===== config.mk =====
export PLATFORM = sky130hd
export DESIGN_NAME = lmc_ctrl
export DESIGN_NICKNAME = d
export VERILOG_FILES = /design/src/lmc_pkg.sv /design/src/lmc_ctrl.sv
export SDC_FILE = /design/constraint.sdc
export NUM_CORES = 1
export LEC_CHECK = 0
export ABC_AREA = 1
export ABC_CLOCK_PERIOD_IN_PS = 2450
export BUFFER_PORTS_ARGS = -buffer_cell sky130_fd_sc_hd__buf_4
export CAP_MARGIN = 20
export CORE_MARGIN = 2
export CORE_UTILIZATION = 30
export DETAILED_ROUTE_END_ITERATION = 6
export PLACE_DENSITY = 0.53
export SKIP_LAST_GASP = 1
export SLEW_MARGIN = 25
export SYNTH_ARGS = -nofsm -noshare
export SYNTH_HDL_FRONTEND = slang
export SYNTH_SLANG_ARGS = --single-unit

===== constraint.sdc =====
create_clock -name aclk -period 2.45 [get_ports aclk]
set_input_delay 0.49 -clock aclk [delete_from_list [all_inputs] [get_ports aclk]]
set_output_delay 0.49 -clock aclk [all_outputs]
set_load 0.005 [all_outputs]

===== src/lmc_pkg.sv =====
package lmc_pkg;
  // Clock and timing
  localparam int unsigned CLK_NS      = 100;
  localparam int unsigned MRR_CK      = 2;    // mode_read_period, cycles
  localparam int unsigned MRW_CK      = 5;    // mode_write_period, cycles
  localparam int unsigned TSI_MS      = 32;   // temp_update_interval
  localparam int unsigned POLL_MS     = 167;
  localparam int unsigned POLL_CYCLES = POLL_MS * (1000000 / CLK_NS);
  localparam int unsigned BURST_BEATS = 4;

  // Mode register addresses and command codes
  localparam logic [7:0] MA_TEMP   = 8'h04;   // temp_status_reg
  localparam logic [7:0] MA_PAT_A  = 8'h20;   // calib_pattern_a_reg
  localparam logic [7:0] MA_PAT_B  = 8'h28;   // calib_pattern_b_reg
  localparam logic [7:0] MA_CALIB  = 8'h0A;   // impedance_calib_reg
  localparam logic [3:0] CA_MRW    = 4'h0;
  localparam logic [3:0] CA_MRR    = 4'h8;
  // Beat n of the pattern sits in bit n
  localparam logic [3:0] PAT_A     = 4'h5;
  localparam logic [3:0] PAT_B     = 4'hC;

  // Software register map
  localparam logic [7:0] REG_CMD   = 8'h00;
  localparam logic [7:0] REG_CALIB = 8'h04;
  localparam logic [7:0] REG_CONF  = 8'h08;
  localparam logic [7:0] REG_STAT  = 8'h0C;
  localparam logic [7:0] REG_RDATA = 8'h10;
  localparam logic [7:0] REG_TEMP  = 8'h14;
  localparam int unsigned CMD_RD_BIT   = 16;
  localparam int unsigned CMD_RST_BIT  = 17;
  localparam int unsigned STAT_BUSY    = 0;
  localparam int unsigned STAT_REFUSED = 1;
  localparam int unsigned STAT_PAT_OK  = 2;
  localparam int unsigned STAT_INIT    = 3;
  localparam int unsigned STAT_QUIET   = 4;
  localparam logic        POLL_EN_RST  = 1'b1;
  localparam logic [1:0]  RESP_OKAY    = 2'b00;
  localparam logic [1:0]  RESP_SLVERR  = 2'b10;

  typedef enum logic [1:0] {ST_IDLE, ST_WAIT, ST_READ} lmc_state_e;
  typedef enum logic [1:0] {CAL_INIT, CAL_RESET, CAL_LONG, CAL_SHORT}
    lmc_cal_e;
endpackage : lmc_pkg


===== src/lmc_ctrl.sv =====
// Decided for this implementation: the AXI4-Lite slave port and the register offsets.
`timescale 1ns/1ps
`default_nettype none
module lmc_ctrl import lmc_pkg::*; #(
  parameter int unsigned DQW           = 32,
  parameter int unsigned POLL_CYC      = POLL_CYCLES,
  parameter int unsigned INITIAL_IMPEDANCE_CALIB_CK     = 64,
  parameter int unsigned IMPEDANCE_CALIB_RESET_CK    = 8,
  parameter int unsigned LONG_IMPEDANCE_CALIB_CK       = 32,
  parameter int unsigned SHORT_IMPEDANCE_CALIB_CK       = 16,
  parameter int unsigned RST_INIT_CK   = 128,
  parameter int unsigned RD_TIMEOUT_CK = 64,
  parameter logic [7:0]  CODE_INIT     = 8'h01,
  parameter logic [7:0]  CODE_RESET    = 8'h02,
  parameter logic [7:0]  CODE_LONG     = 8'h03,
  parameter logic [7:0]  CODE_SHORT    = 8'h04,
  parameter logic [7:0]  RESET_MA      = 8'h3F,
  parameter logic [7:0]  RESET_OP      = 8'h00
) (
  input  wire logic           aclk,
  input  wire logic           aresetn,
  input  wire logic [7:0]     s_axi_awaddr,
  input  wire logic           s_axi_awvalid,
  output logic                s_axi_awready,
  input  wire logic [31:0]    s_axi_wdata,
  input  wire logic [3:0]     s_axi_wstrb,
  input  wire logic           s_axi_wvalid,
  output logic                s_axi_wready,
  output logic [1:0]          s_axi_bresp,
  output logic                s_axi_bvalid,
  input  wire logic           s_axi_bready,
  input  wire logic [7:0]     s_axi_araddr,
  input  wire logic           s_axi_arvalid,
  output logic                s_axi_arready,
  output logic [31:0]         s_axi_rdata,
  output logic [1:0]          s_axi_rresp,
  output logic                s_axi_rvalid,
  input  wire logic           s_axi_rready,
  input  wire logic           banks_idle,
  input  wire logic [DQW-1:0] dq,
  input  wire logic           dq_strobe,
  output logic                cs_n,
  output logic [9:0]          ca_rise,
  output logic [9:0]          ca_fall,
  output logic                dq_quiet
);

  typedef struct packed {
    lmc_state_e     st;
    logic [31:0]    cnt;
    logic [31:0]    poll_cnt;
    logic [2:0]     beat;
    logic           init_pend;
    logic           poll_pend;
    logic           req_pend;
    logic           req_rd;
    logic           req_rst;
    logic           req_cal;
    logic [7:0]     req_ma;
    logic [7:0]     req_op;
    logic           cur_rd;
    logic           cur_rst;
    logic           cur_cal;
    logic [7:0]     cur_ma;
    logic [7:0]     cur_op;
    logic           cs_n;
    logic [9:0]     ca_rise;
    logic [9:0]     ca_fall;
    logic           quiet;
    logic           refused;
    logic           pat_ok;
    logic           init_done;
    logic           poll_en;
    logic [3:0]     pat;
    logic           lanes_ok;
    logic [7:0]     rdat;
    logic [7:0]     temp;
    logic [DQW-1:0] dq1;
    logic [DQW-1:0] dq2;
    logic           stb1;
    logic           stb2;
    logic           aw_got;
    logic           w_got;
    logic [7:0]     awaddr;
    logic [31:0]    wdata;
    logic [3:0]     wstrb;
    logic           bvalid;
    logic [1:0]     bresp;
    logic           rvalid;
    logic [31:0]    rdata;
    logic [1:0]     rresp;
  } lmc_regs_s;

  lmc_regs_s s;
  lmc_regs_s nx;

  // Rising half carries the opcode and upper address bits
  function automatic logic [9:0] ca_first(logic rd, logic [7:0] ma);
    return {ma[7:2], rd ? CA_MRR : CA_MRW};
  endfunction : ca_first

  function automatic logic [9:0] ca_second(logic [7:0] ma, logic [7:0] op);
    return {op, ma[1:0]};
  endfunction : ca_second

  function automatic logic [31:0] period(logic rst, logic cal,
                                         logic [7:0] op);
    logic [31:0] p;
    p = MRW_CK;
    if (rst)
      p = RST_INIT_CK;
    else if (cal) begin
      if (op == CODE_INIT)
        p = INITIAL_IMPEDANCE_CALIB_CK;
      else if (op == CODE_RESET)
        p = IMPEDANCE_CALIB_RESET_CK;
      else if (op == CODE_LONG)
        p = LONG_IMPEDANCE_CALIB_CK;
      else
        p = SHORT_IMPEDANCE_CALIB_CK;
    end
    return p;
  endfunction : period

  // Each lane: bit 0 follows lane 0, upper bits copy it or read zero
  function automatic logic lanes_good(logic [DQW-1:0] d);
    logic ok;
    ok = 1'b1;
    for (int l = 0; l < DQW / 8; l++) begin
      if (d[l*8] != d[0])
        ok = 1'b0;
      if (d[l*8+1 +: 7] != {7{d[0]}} && d[l*8+1 +: 7] != 7'h00)
        ok = 1'b0;
    end
    return ok;
  endfunction : lanes_good

  logic       aw_hs;
  logic       w_hs;
  logic       ar_hs;
  logic       go;
  logic       sel_rd;
  logic       sel_rst;
  logic       sel_cal;
  logic [7:0] sel_ma;
  logic [7:0] sel_op;
  logic       is_pat;

  assign s_axi_awready = !s.aw_got && !s.bvalid;
  assign s_axi_wready  = !s.w_got && !s.bvalid;
  assign s_axi_arready = !s.rvalid;
  assign s_axi_bvalid  = s.bvalid;
  assign s_axi_bresp   = s.bresp;
  assign s_axi_rvalid  = s.rvalid;
  assign s_axi_rdata   = s.rdata;
  assign s_axi_rresp   = s.rresp;
  assign cs_n          = s.cs_n;
  assign ca_rise       = s.ca_rise;
  assign ca_fall       = s.ca_fall;
  assign dq_quiet      = s.quiet;
  assign aw_hs         = s_axi_awvalid && s_axi_awready;
  assign w_hs          = s_axi_wvalid && s_axi_wready;
  assign ar_hs         = s_axi_arvalid && s_axi_arready;
  assign is_pat        = s.cur_ma == MA_PAT_A || s.cur_ma == MA_PAT_B;

  always_comb begin
    nx      = s;
    go      = 1'b0;
    sel_rd  = 1'b0;
    sel_rst = 1'b0;
    sel_cal = 1'b0;
    sel_ma  = '0;
    sel_op  = '0;
    nx.dq1  = dq;
    nx.dq2  = s.dq1;
    nx.stb1 = dq_strobe;
    nx.stb2 = s.stb1;
    nx.cs_n = 1'b1;  // NOP whenever no command is issued
    nx.ca_rise = '0;
    nx.ca_fall = '0;

    // Temperature poll timer, sized against the 32 ms device update
    if (s.poll_en) begin
      if (s.poll_cnt >= POLL_CYC - 1) begin
        nx.poll_cnt  = '0;
        nx.poll_pend = 1'b1;
      end else
        nx.poll_cnt = s.poll_cnt + 32'd1;
    end

    if (aw_hs) begin
      nx.aw_got = 1'b1;
      nx.awaddr = s_axi_awaddr;
    end
    if (w_hs) begin
      nx.w_got = 1'b1;
      nx.wdata = s_axi_wdata;
      nx.wstrb = s_axi_wstrb;
    end
    if (s.bvalid && s_axi_bready)
      nx.bvalid = 1'b0;
    if (s.aw_got && s.w_got && !s.bvalid) begin
      nx.aw_got = 1'b0;
      nx.w_got  = 1'b0;
      nx.bvalid = 1'b1;
      nx.bresp  = RESP_OKAY;
      unique case (s.awaddr)
        REG_CMD, REG_CALIB: begin
          // One command may wait; a second one is dropped
          if (s.req_pend)
            nx.refused = 1'b1;
          else if (s.awaddr == REG_CMD) begin
            nx.req_pend = 1'b1;
            nx.req_cal  = 1'b0;
            nx.req_rst  = s.wdata[CMD_RST_BIT];
            nx.req_rd   = s.wdata[CMD_RD_BIT] && !s.wdata[CMD_RST_BIT];
            nx.req_ma   = s.wdata[CMD_RST_BIT] ? RESET_MA : s.wdata[7:0];
            nx.req_op   = s.wdata[CMD_RST_BIT] ? RESET_OP : s.wdata[15:8];
          end else if (!s.init_done &&
                       (s.wdata[1:0] == CAL_LONG ||
                        s.wdata[1:0] == CAL_SHORT))
            nx.refused = 1'b1;
          else begin
            nx.req_pend = 1'b1;
            nx.req_cal  = 1'b1;
            nx.req_rst  = 1'b0;
            nx.req_rd   = 1'b0;
            nx.req_ma   = MA_CALIB;
            unique case (s.wdata[1:0])
              CAL_INIT:  nx.req_op = CODE_INIT;
              CAL_RESET: nx.req_op = CODE_RESET;
              CAL_LONG:  nx.req_op = CODE_LONG;
              default:   nx.req_op = CODE_SHORT;
            endcase
          end
        end
        REG_CONF:
          if (s.wstrb[0])
            nx.poll_en = s.wdata[0];
        REG_STAT:
          if (s.wstrb[0] && s.wdata[STAT_REFUSED])
            nx.refused = 1'b0;
        default:
          nx.bresp = RESP_SLVERR;
      endcase
    end

    if (s.rvalid && s_axi_rready)
      nx.rvalid = 1'b0;
    if (ar_hs) begin
      nx.rvalid = 1'b1;
      nx.rresp  = RESP_OKAY;
      nx.rdata  = '0;
      unique case (s_axi_araddr)
        REG_CMD:   nx.rdata = {14'h0000, s.req_rst, s.req_rd,
                               s.req_op, s.req_ma};
        REG_CALIB: nx.rdata = {24'h000000, s.req_op};
        REG_CONF:  nx.rdata = {31'h00000000, s.poll_en};
        REG_STAT:  nx.rdata = {27'h0000000, s.quiet, s.init_done,
                               s.pat_ok, s.refused,
                               s.st != ST_IDLE || s.req_pend};
        REG_RDATA: nx.rdata = {24'h000000, s.rdat};
        REG_TEMP:  nx.rdata = {24'h000000, s.temp};
        default:   nx.rresp = RESP_SLVERR;
      endcase
    end

    unique case (s.st)
      ST_IDLE: begin
        // Quiet also covers the gap cycle: the device counts one edge later
        nx.quiet = 1'b0;
        if (s.init_pend) begin
          // Initial calibration runs first after reset
          if (banks_idle) begin
            go           = 1'b1;
            sel_cal      = 1'b1;
            sel_ma       = MA_CALIB;
            sel_op       = CODE_INIT;
            nx.init_pend = 1'b0;
          end
        end else if (s.req_pend) begin
          nx.req_pend = 1'b0;
          // Plain reads are allowed with banks open
          if (!banks_idle && (!s.req_rd || s.req_ma == MA_PAT_A ||
                              s.req_ma == MA_PAT_B))
            nx.refused = 1'b1;
          else begin
            go      = 1'b1;
            sel_rd  = s.req_rd;
            sel_rst = s.req_rst;
            sel_cal = s.req_cal;
            sel_ma  = s.req_ma;
            sel_op  = s.req_op;
          end
        end else if (s.poll_pend) begin
          nx.poll_pend = 1'b0;
          go           = 1'b1;
          sel_rd       = 1'b1;
          sel_ma       = MA_TEMP;
        end
        if (go) begin
          nx.cs_n    = 1'b0;
          nx.ca_rise = ca_first(sel_rd, sel_ma);
          nx.ca_fall = ca_second(sel_ma, sel_rd ? 8'h00 : sel_op);
          nx.cur_rd  = sel_rd;
          nx.cur_rst = sel_rst;
          nx.cur_cal = sel_cal;
          nx.cur_ma  = sel_ma;
          nx.cur_op  = sel_op;
          nx.quiet   = sel_cal;
          nx.beat    = '0;
          nx.lanes_ok = 1'b1;
          nx.pat     = '0;
          if (sel_rd) begin
            nx.st  = ST_READ;
            nx.cnt = '0;
          end else begin
            nx.st  = ST_WAIT;
            nx.cnt = period(sel_rst, sel_cal, sel_op) - 32'd1;
          end
        end
      end
      ST_WAIT: begin
        // Only NOPs until the period ends
        if (s.cnt <= 32'd1) begin
          nx.st    = ST_IDLE;
          if (s.cur_cal && s.cur_op == CODE_INIT)
            nx.init_done = 1'b1;
          if (s.cur_rst) begin
            nx.init_done = 1'b0;
            nx.init_pend = 1'b1;
          end
        end else
          nx.cnt = s.cnt - 32'd1;
      end
      ST_READ: begin
        nx.cnt = s.cnt + 32'd1;
        // Extra strobes past the fourth are ignored
        if (s.stb2 && s.beat < 3'(BURST_BEATS)) begin
          nx.beat = s.beat + 3'd1;
          nx.pat[s.beat[1:0]] = s.dq2[0];
          if (!lanes_good(s.dq2))
            nx.lanes_ok = 1'b0;
          if (s.beat == 3'd0) begin
            nx.rdat = s.dq2[7:0];
            if (s.cur_ma == MA_TEMP)
              nx.temp = s.dq2[7:0];
          end
        end
        if (s.beat == 3'(BURST_BEATS) && s.cnt >= MRR_CK - 1) begin
          nx.st = ST_IDLE;
          if (is_pat)
            nx.pat_ok = s.lanes_ok && s.pat ==
              (s.cur_ma == MA_PAT_A ? PAT_A : PAT_B);
        end else if (s.cnt >= RD_TIMEOUT_CK) begin
          nx.st      = ST_IDLE;
          nx.refused = 1'b1;
        end
      end
      default: nx.st = ST_IDLE;
    endcase
  end

  always_ff @(posedge aclk) begin
    if (!aresetn) begin
      s           <= '0;
      s.cs_n      <= 1'b1;
      s.poll_en   <= POLL_EN_RST;
      s.init_pend <= 1'b1;
    end else
      s <= nx;
  end
endmodule : lmc_ctrl
`default_nettype wire


==> impl_metrics.csv <==
group,metric,value,unit
clock_tree,cts_tree,"done",
synth,yosysTopAreaCellShare,42.20,%
hold_path,hp-class,"in2reg",
die,die_x,210.6,µm
die,top_level_ports,156,
synth,synth_cell_type_count,53,
finish,final_area,15310,µm²
detailed_routing,ant_nets,0,
placed_design,place_inst,2397,
setup_path,critPathMaxStageDelay,0.51,ns
synth,synth_top_family_by_area,"simple AND/OR/NAND/NOR gates",
pwr,p_leak,6.634,nW
status,status,"completed",
finish,multi_input_area,5956,µm²
synth,yosysTopAreaCell,"dfxtp_1",
sta,fmax,434.2,MHz
detailed_routing,post-route-drc-count,0,
sta,fin_crit,2.303,ns
die,die_area,44360,µm²
pwr,p_total,14.68,mW
synth,ys_warn_count,0,
clock_tree,clkSinkCount,270,
setup_path,crit_path_max_fanout,6,
synth,synthAdderAreaFrac,1.856,%
synth,synth-compound-area-share,16.76,%
placed_design,portBuffers,119,
setup_path,critical_path_class,"reg2reg",
die,initial_core_util,30.47,%
finish,fin_nets,2004,
synth,synthXorXnorAreaFrac,1.368,%
finish,layout_commonest_cell,"nand2_1",
detailed_routing,wl_per_cell,14.63,µm
finish,fillers,4458,
global_routing,grt_overflow,0,
die,core-area,42040,µm²
setup_path,critPathCapture,"ca_fall[4]",
sta,rsz0062_at_grt,"false",
global_routing,track_usage,15.96,%
finish,drive_gt1_share,16.45,%
detailed_routing,drtIter0Drc,587,
sta,tns,0,ns
global_routing,grt_busiest_layer,"met2",
clock_tree,insertion_delay,0.60,ns
setup_path,path_cells,"inv_1 > nand2_1 > nor2_2 > nand2_2 > nand2_2 > nand2_4 > o21ai_2 > inv_2 > o21ai_2 > buf_4 > nand3_1 > nor3_1",
pwr,irDropWorstVdd,0.6572,mV
sta,hold-worst-slack,0.07054,ns
synth,ys_seq_elements,270,
detailed_routing,routed_via_density,4.735,
setup_path,rr_worst_depth,12,
pwr,power_density,958.6,nW/µm²
setup_path,cp_slowest_cell,"nor3_1",
finish,final_cell_mix,"336 x nand2_1, 265 x dfxtp_1, 222 x inv_1",
placed_design,pre_cts_ws,0.04470,ns
die,die_h,210.6,µm
hold_path,hp-start,"dq[19]",
sta,fin_crit_sh,94.00,%
synth,syn_area,12810,µm²
detailed_routing,vias,11619,
finish,num_antenna_cells,0,
sta,setup_ws,0.1469,ns
global_routing,antenna_found_initial,0,
global_routing,grt_util_met1,21.80,%
global_routing,grt_pass1_vias,10957,
global_routing,grtUsageMet2,25.66,%
setup_path,crit_path_start,"s[231]",
setup_path,critical_path_required,2.85,ns
run,maxCapViolCount,0,
synth,yosys.area_share.simple,25.30,%
detailed_routing,routed_wl,35.91,mm
sta,clock_skew,0.03609,ns
global_routing,grt_use_met3,3.345,%
setup_path,r2r-end,"ca_fall[4]",
finish,regArea,5411,µm²
die,num_rows,75,
finish,layout.cells.non_filler,2454,
detailed_routing,first_pass_iters,5,
synth,syn_inst,1789,
placed_design,dp_hpwl,26.94,mm
global_routing,grt_start_max_net_pins,125,
synth,synth.yosys.seq_area_share,42.20,%
clock_tree,cts_max_level,1,
clock_tree,numCtsBuffers,30,
clock_tree,cts_buffer_depth,3,
finish,area_delta_synth_final,19.54,%
clock_tree,cts-root-buf,"clkbuf_16",
sta,tightest_slew,0.6153,ns
finish,fin_util,36.42,%
setup_path,r2r_start,"s[231]",
sta,hold_viol,0,
setup_path,regToRegSetupSlack,0.15,ns
clock_tree,ctsHoldBuffers,0,
setup_path,arrival,2.70,ns
setup_path,worstSetupEndpointType,"flop",
synth,avgSynthCellArea,7.160,µm²
placed_design,place_congestion,0.8962,
global_routing,grt_pass1_wl,57.33,mm
sta,finalSetupViolations,0,
clock_tree,path_clk_slew,0.06,ns
setup_path,cp-start-kind,"flop",
placed_design,place_area,14150,µm²
synth,ys_top_cells_by_area,"dfxtp_1 42%, nand2_1 9.9%, inv_1 6.6%",
synth,synth.mux.area_fraction,0,%
sta,slew_headroom,58.54,%
sta,report.final.slew_viol_count,0,
[cells by family after synthesis]
family,count (synthesis)
AOI/OAI and AO/OA,378
DFF,270
buffers and inverters,356
and+or+nand+nor,745
other,1
adders and majority gates,19
xor gates and xnor gates,20
[worst min-delay path by stage]
stage,to,slack (ns),cells past startpoint
2_1_floorplan,s[100],0.39,2
3_3_place_gp,s[98],0.40,2
3_5_place_dp,s[117],0.40,2
4_1_cts,nx[105],0.03,3
5_1_grt,nx[116],0.05,3
6_report,nx[105],0.07,3
[synth_stat cells, drive strengths merged]
| library cell | instances |
|---|---|
| o2111ai | 5 |
| a31o | 4 |
| o211ai | 6 |
| o21a | 2 |
| ha | 19 |
| o21ai | 145 |
| nor4 | 16 |
| nand2 | 349 |
| o221ai | 3 |
| nand3 | 84 |
| a22o | 1 |
| conb | 1 |
| a41oi | 1 |
| or2 | 5 |
| nor2 | 208 |
| o21bai | 1 |
| nor3b | 2 |
| o31ai | 2 |
| o221a | 1 |
| a211oi | 22 |
| clkbuf | 42 |
| o41ai | 1 |
| nand4 | 35 |
| dfxtp | 270 |
| nor3 | 43 |
| xnor2 | 4 |
| and2 | 1 |
| nand3b | 1 |
| o22ai | 18 |
| a21oi | 157 |
| clkinv | 2 |
| xor2 | 16 |
| a32oi | 1 |
| inv | 234 |
| and3 | 1 |
| buf | 78 |
| a31oi | 8 |
[worst max-delay path: cells and delay by family, from the launching register on]
family / cells / cell delay, ns
AO/OA/AOI/OAI: 2 / 0.20
flip-flops: 1 / 0.31
AND/OR/NAND/NOR: 7 / 1.22
buffers and inverters: 3 / 0.34
[layer usage]
metal,vias to the layer above,wire [µm]
met5,-,0
met1,5302,16920
li1,5986,-
met3,58,2115
met4,0,739
met2,273,16140
[registers in the layout (all words and copies together), names as in the netlist]
signal,flops
s_axi_bresp,1
s_axi_bvalid,1
dq_quiet,1
s_axi_rvalid,1
s,196
ca_rise,7
s_axi_rresp,1
ca_fall,10
nx,33
s_axi_rdata,18
cs_n,1
[power breakdown]
part	internal, mW	switching [mW]	leakage, nW	total [mW]
clock network	2.86	1.90	0.514	4.76
registers	4.83	0.385	2.21	5.22
logic	1.57	3.13	3.91	4.70
total	9.26	5.42	6.63	14.7
[cell type report]
| class | instances | area share (%) |
|---|---|---|
| multi-input cells | 1181 | 38.90 |
| flip-flops and latches | 270 | 35.34 |
| repair buffers | 173 | 8.646 |
| inverters | 236 | 5.786 |
| clock buffers | 40 | 5.541 |
| well taps | 539 | 4.405 |
| clock inverters | 15 | 1.381 |
[what timing repair did]
item / 4_1_cts / 5_1_grt
setup endpoints to repair: 5 / 16
endpoints found under the hold margin: 0 / 0
pin swaps: 0 / 6
buffers inserted: 0 / 2
resized for setup: 1 / 26
(Power assumes the default switching activity.)
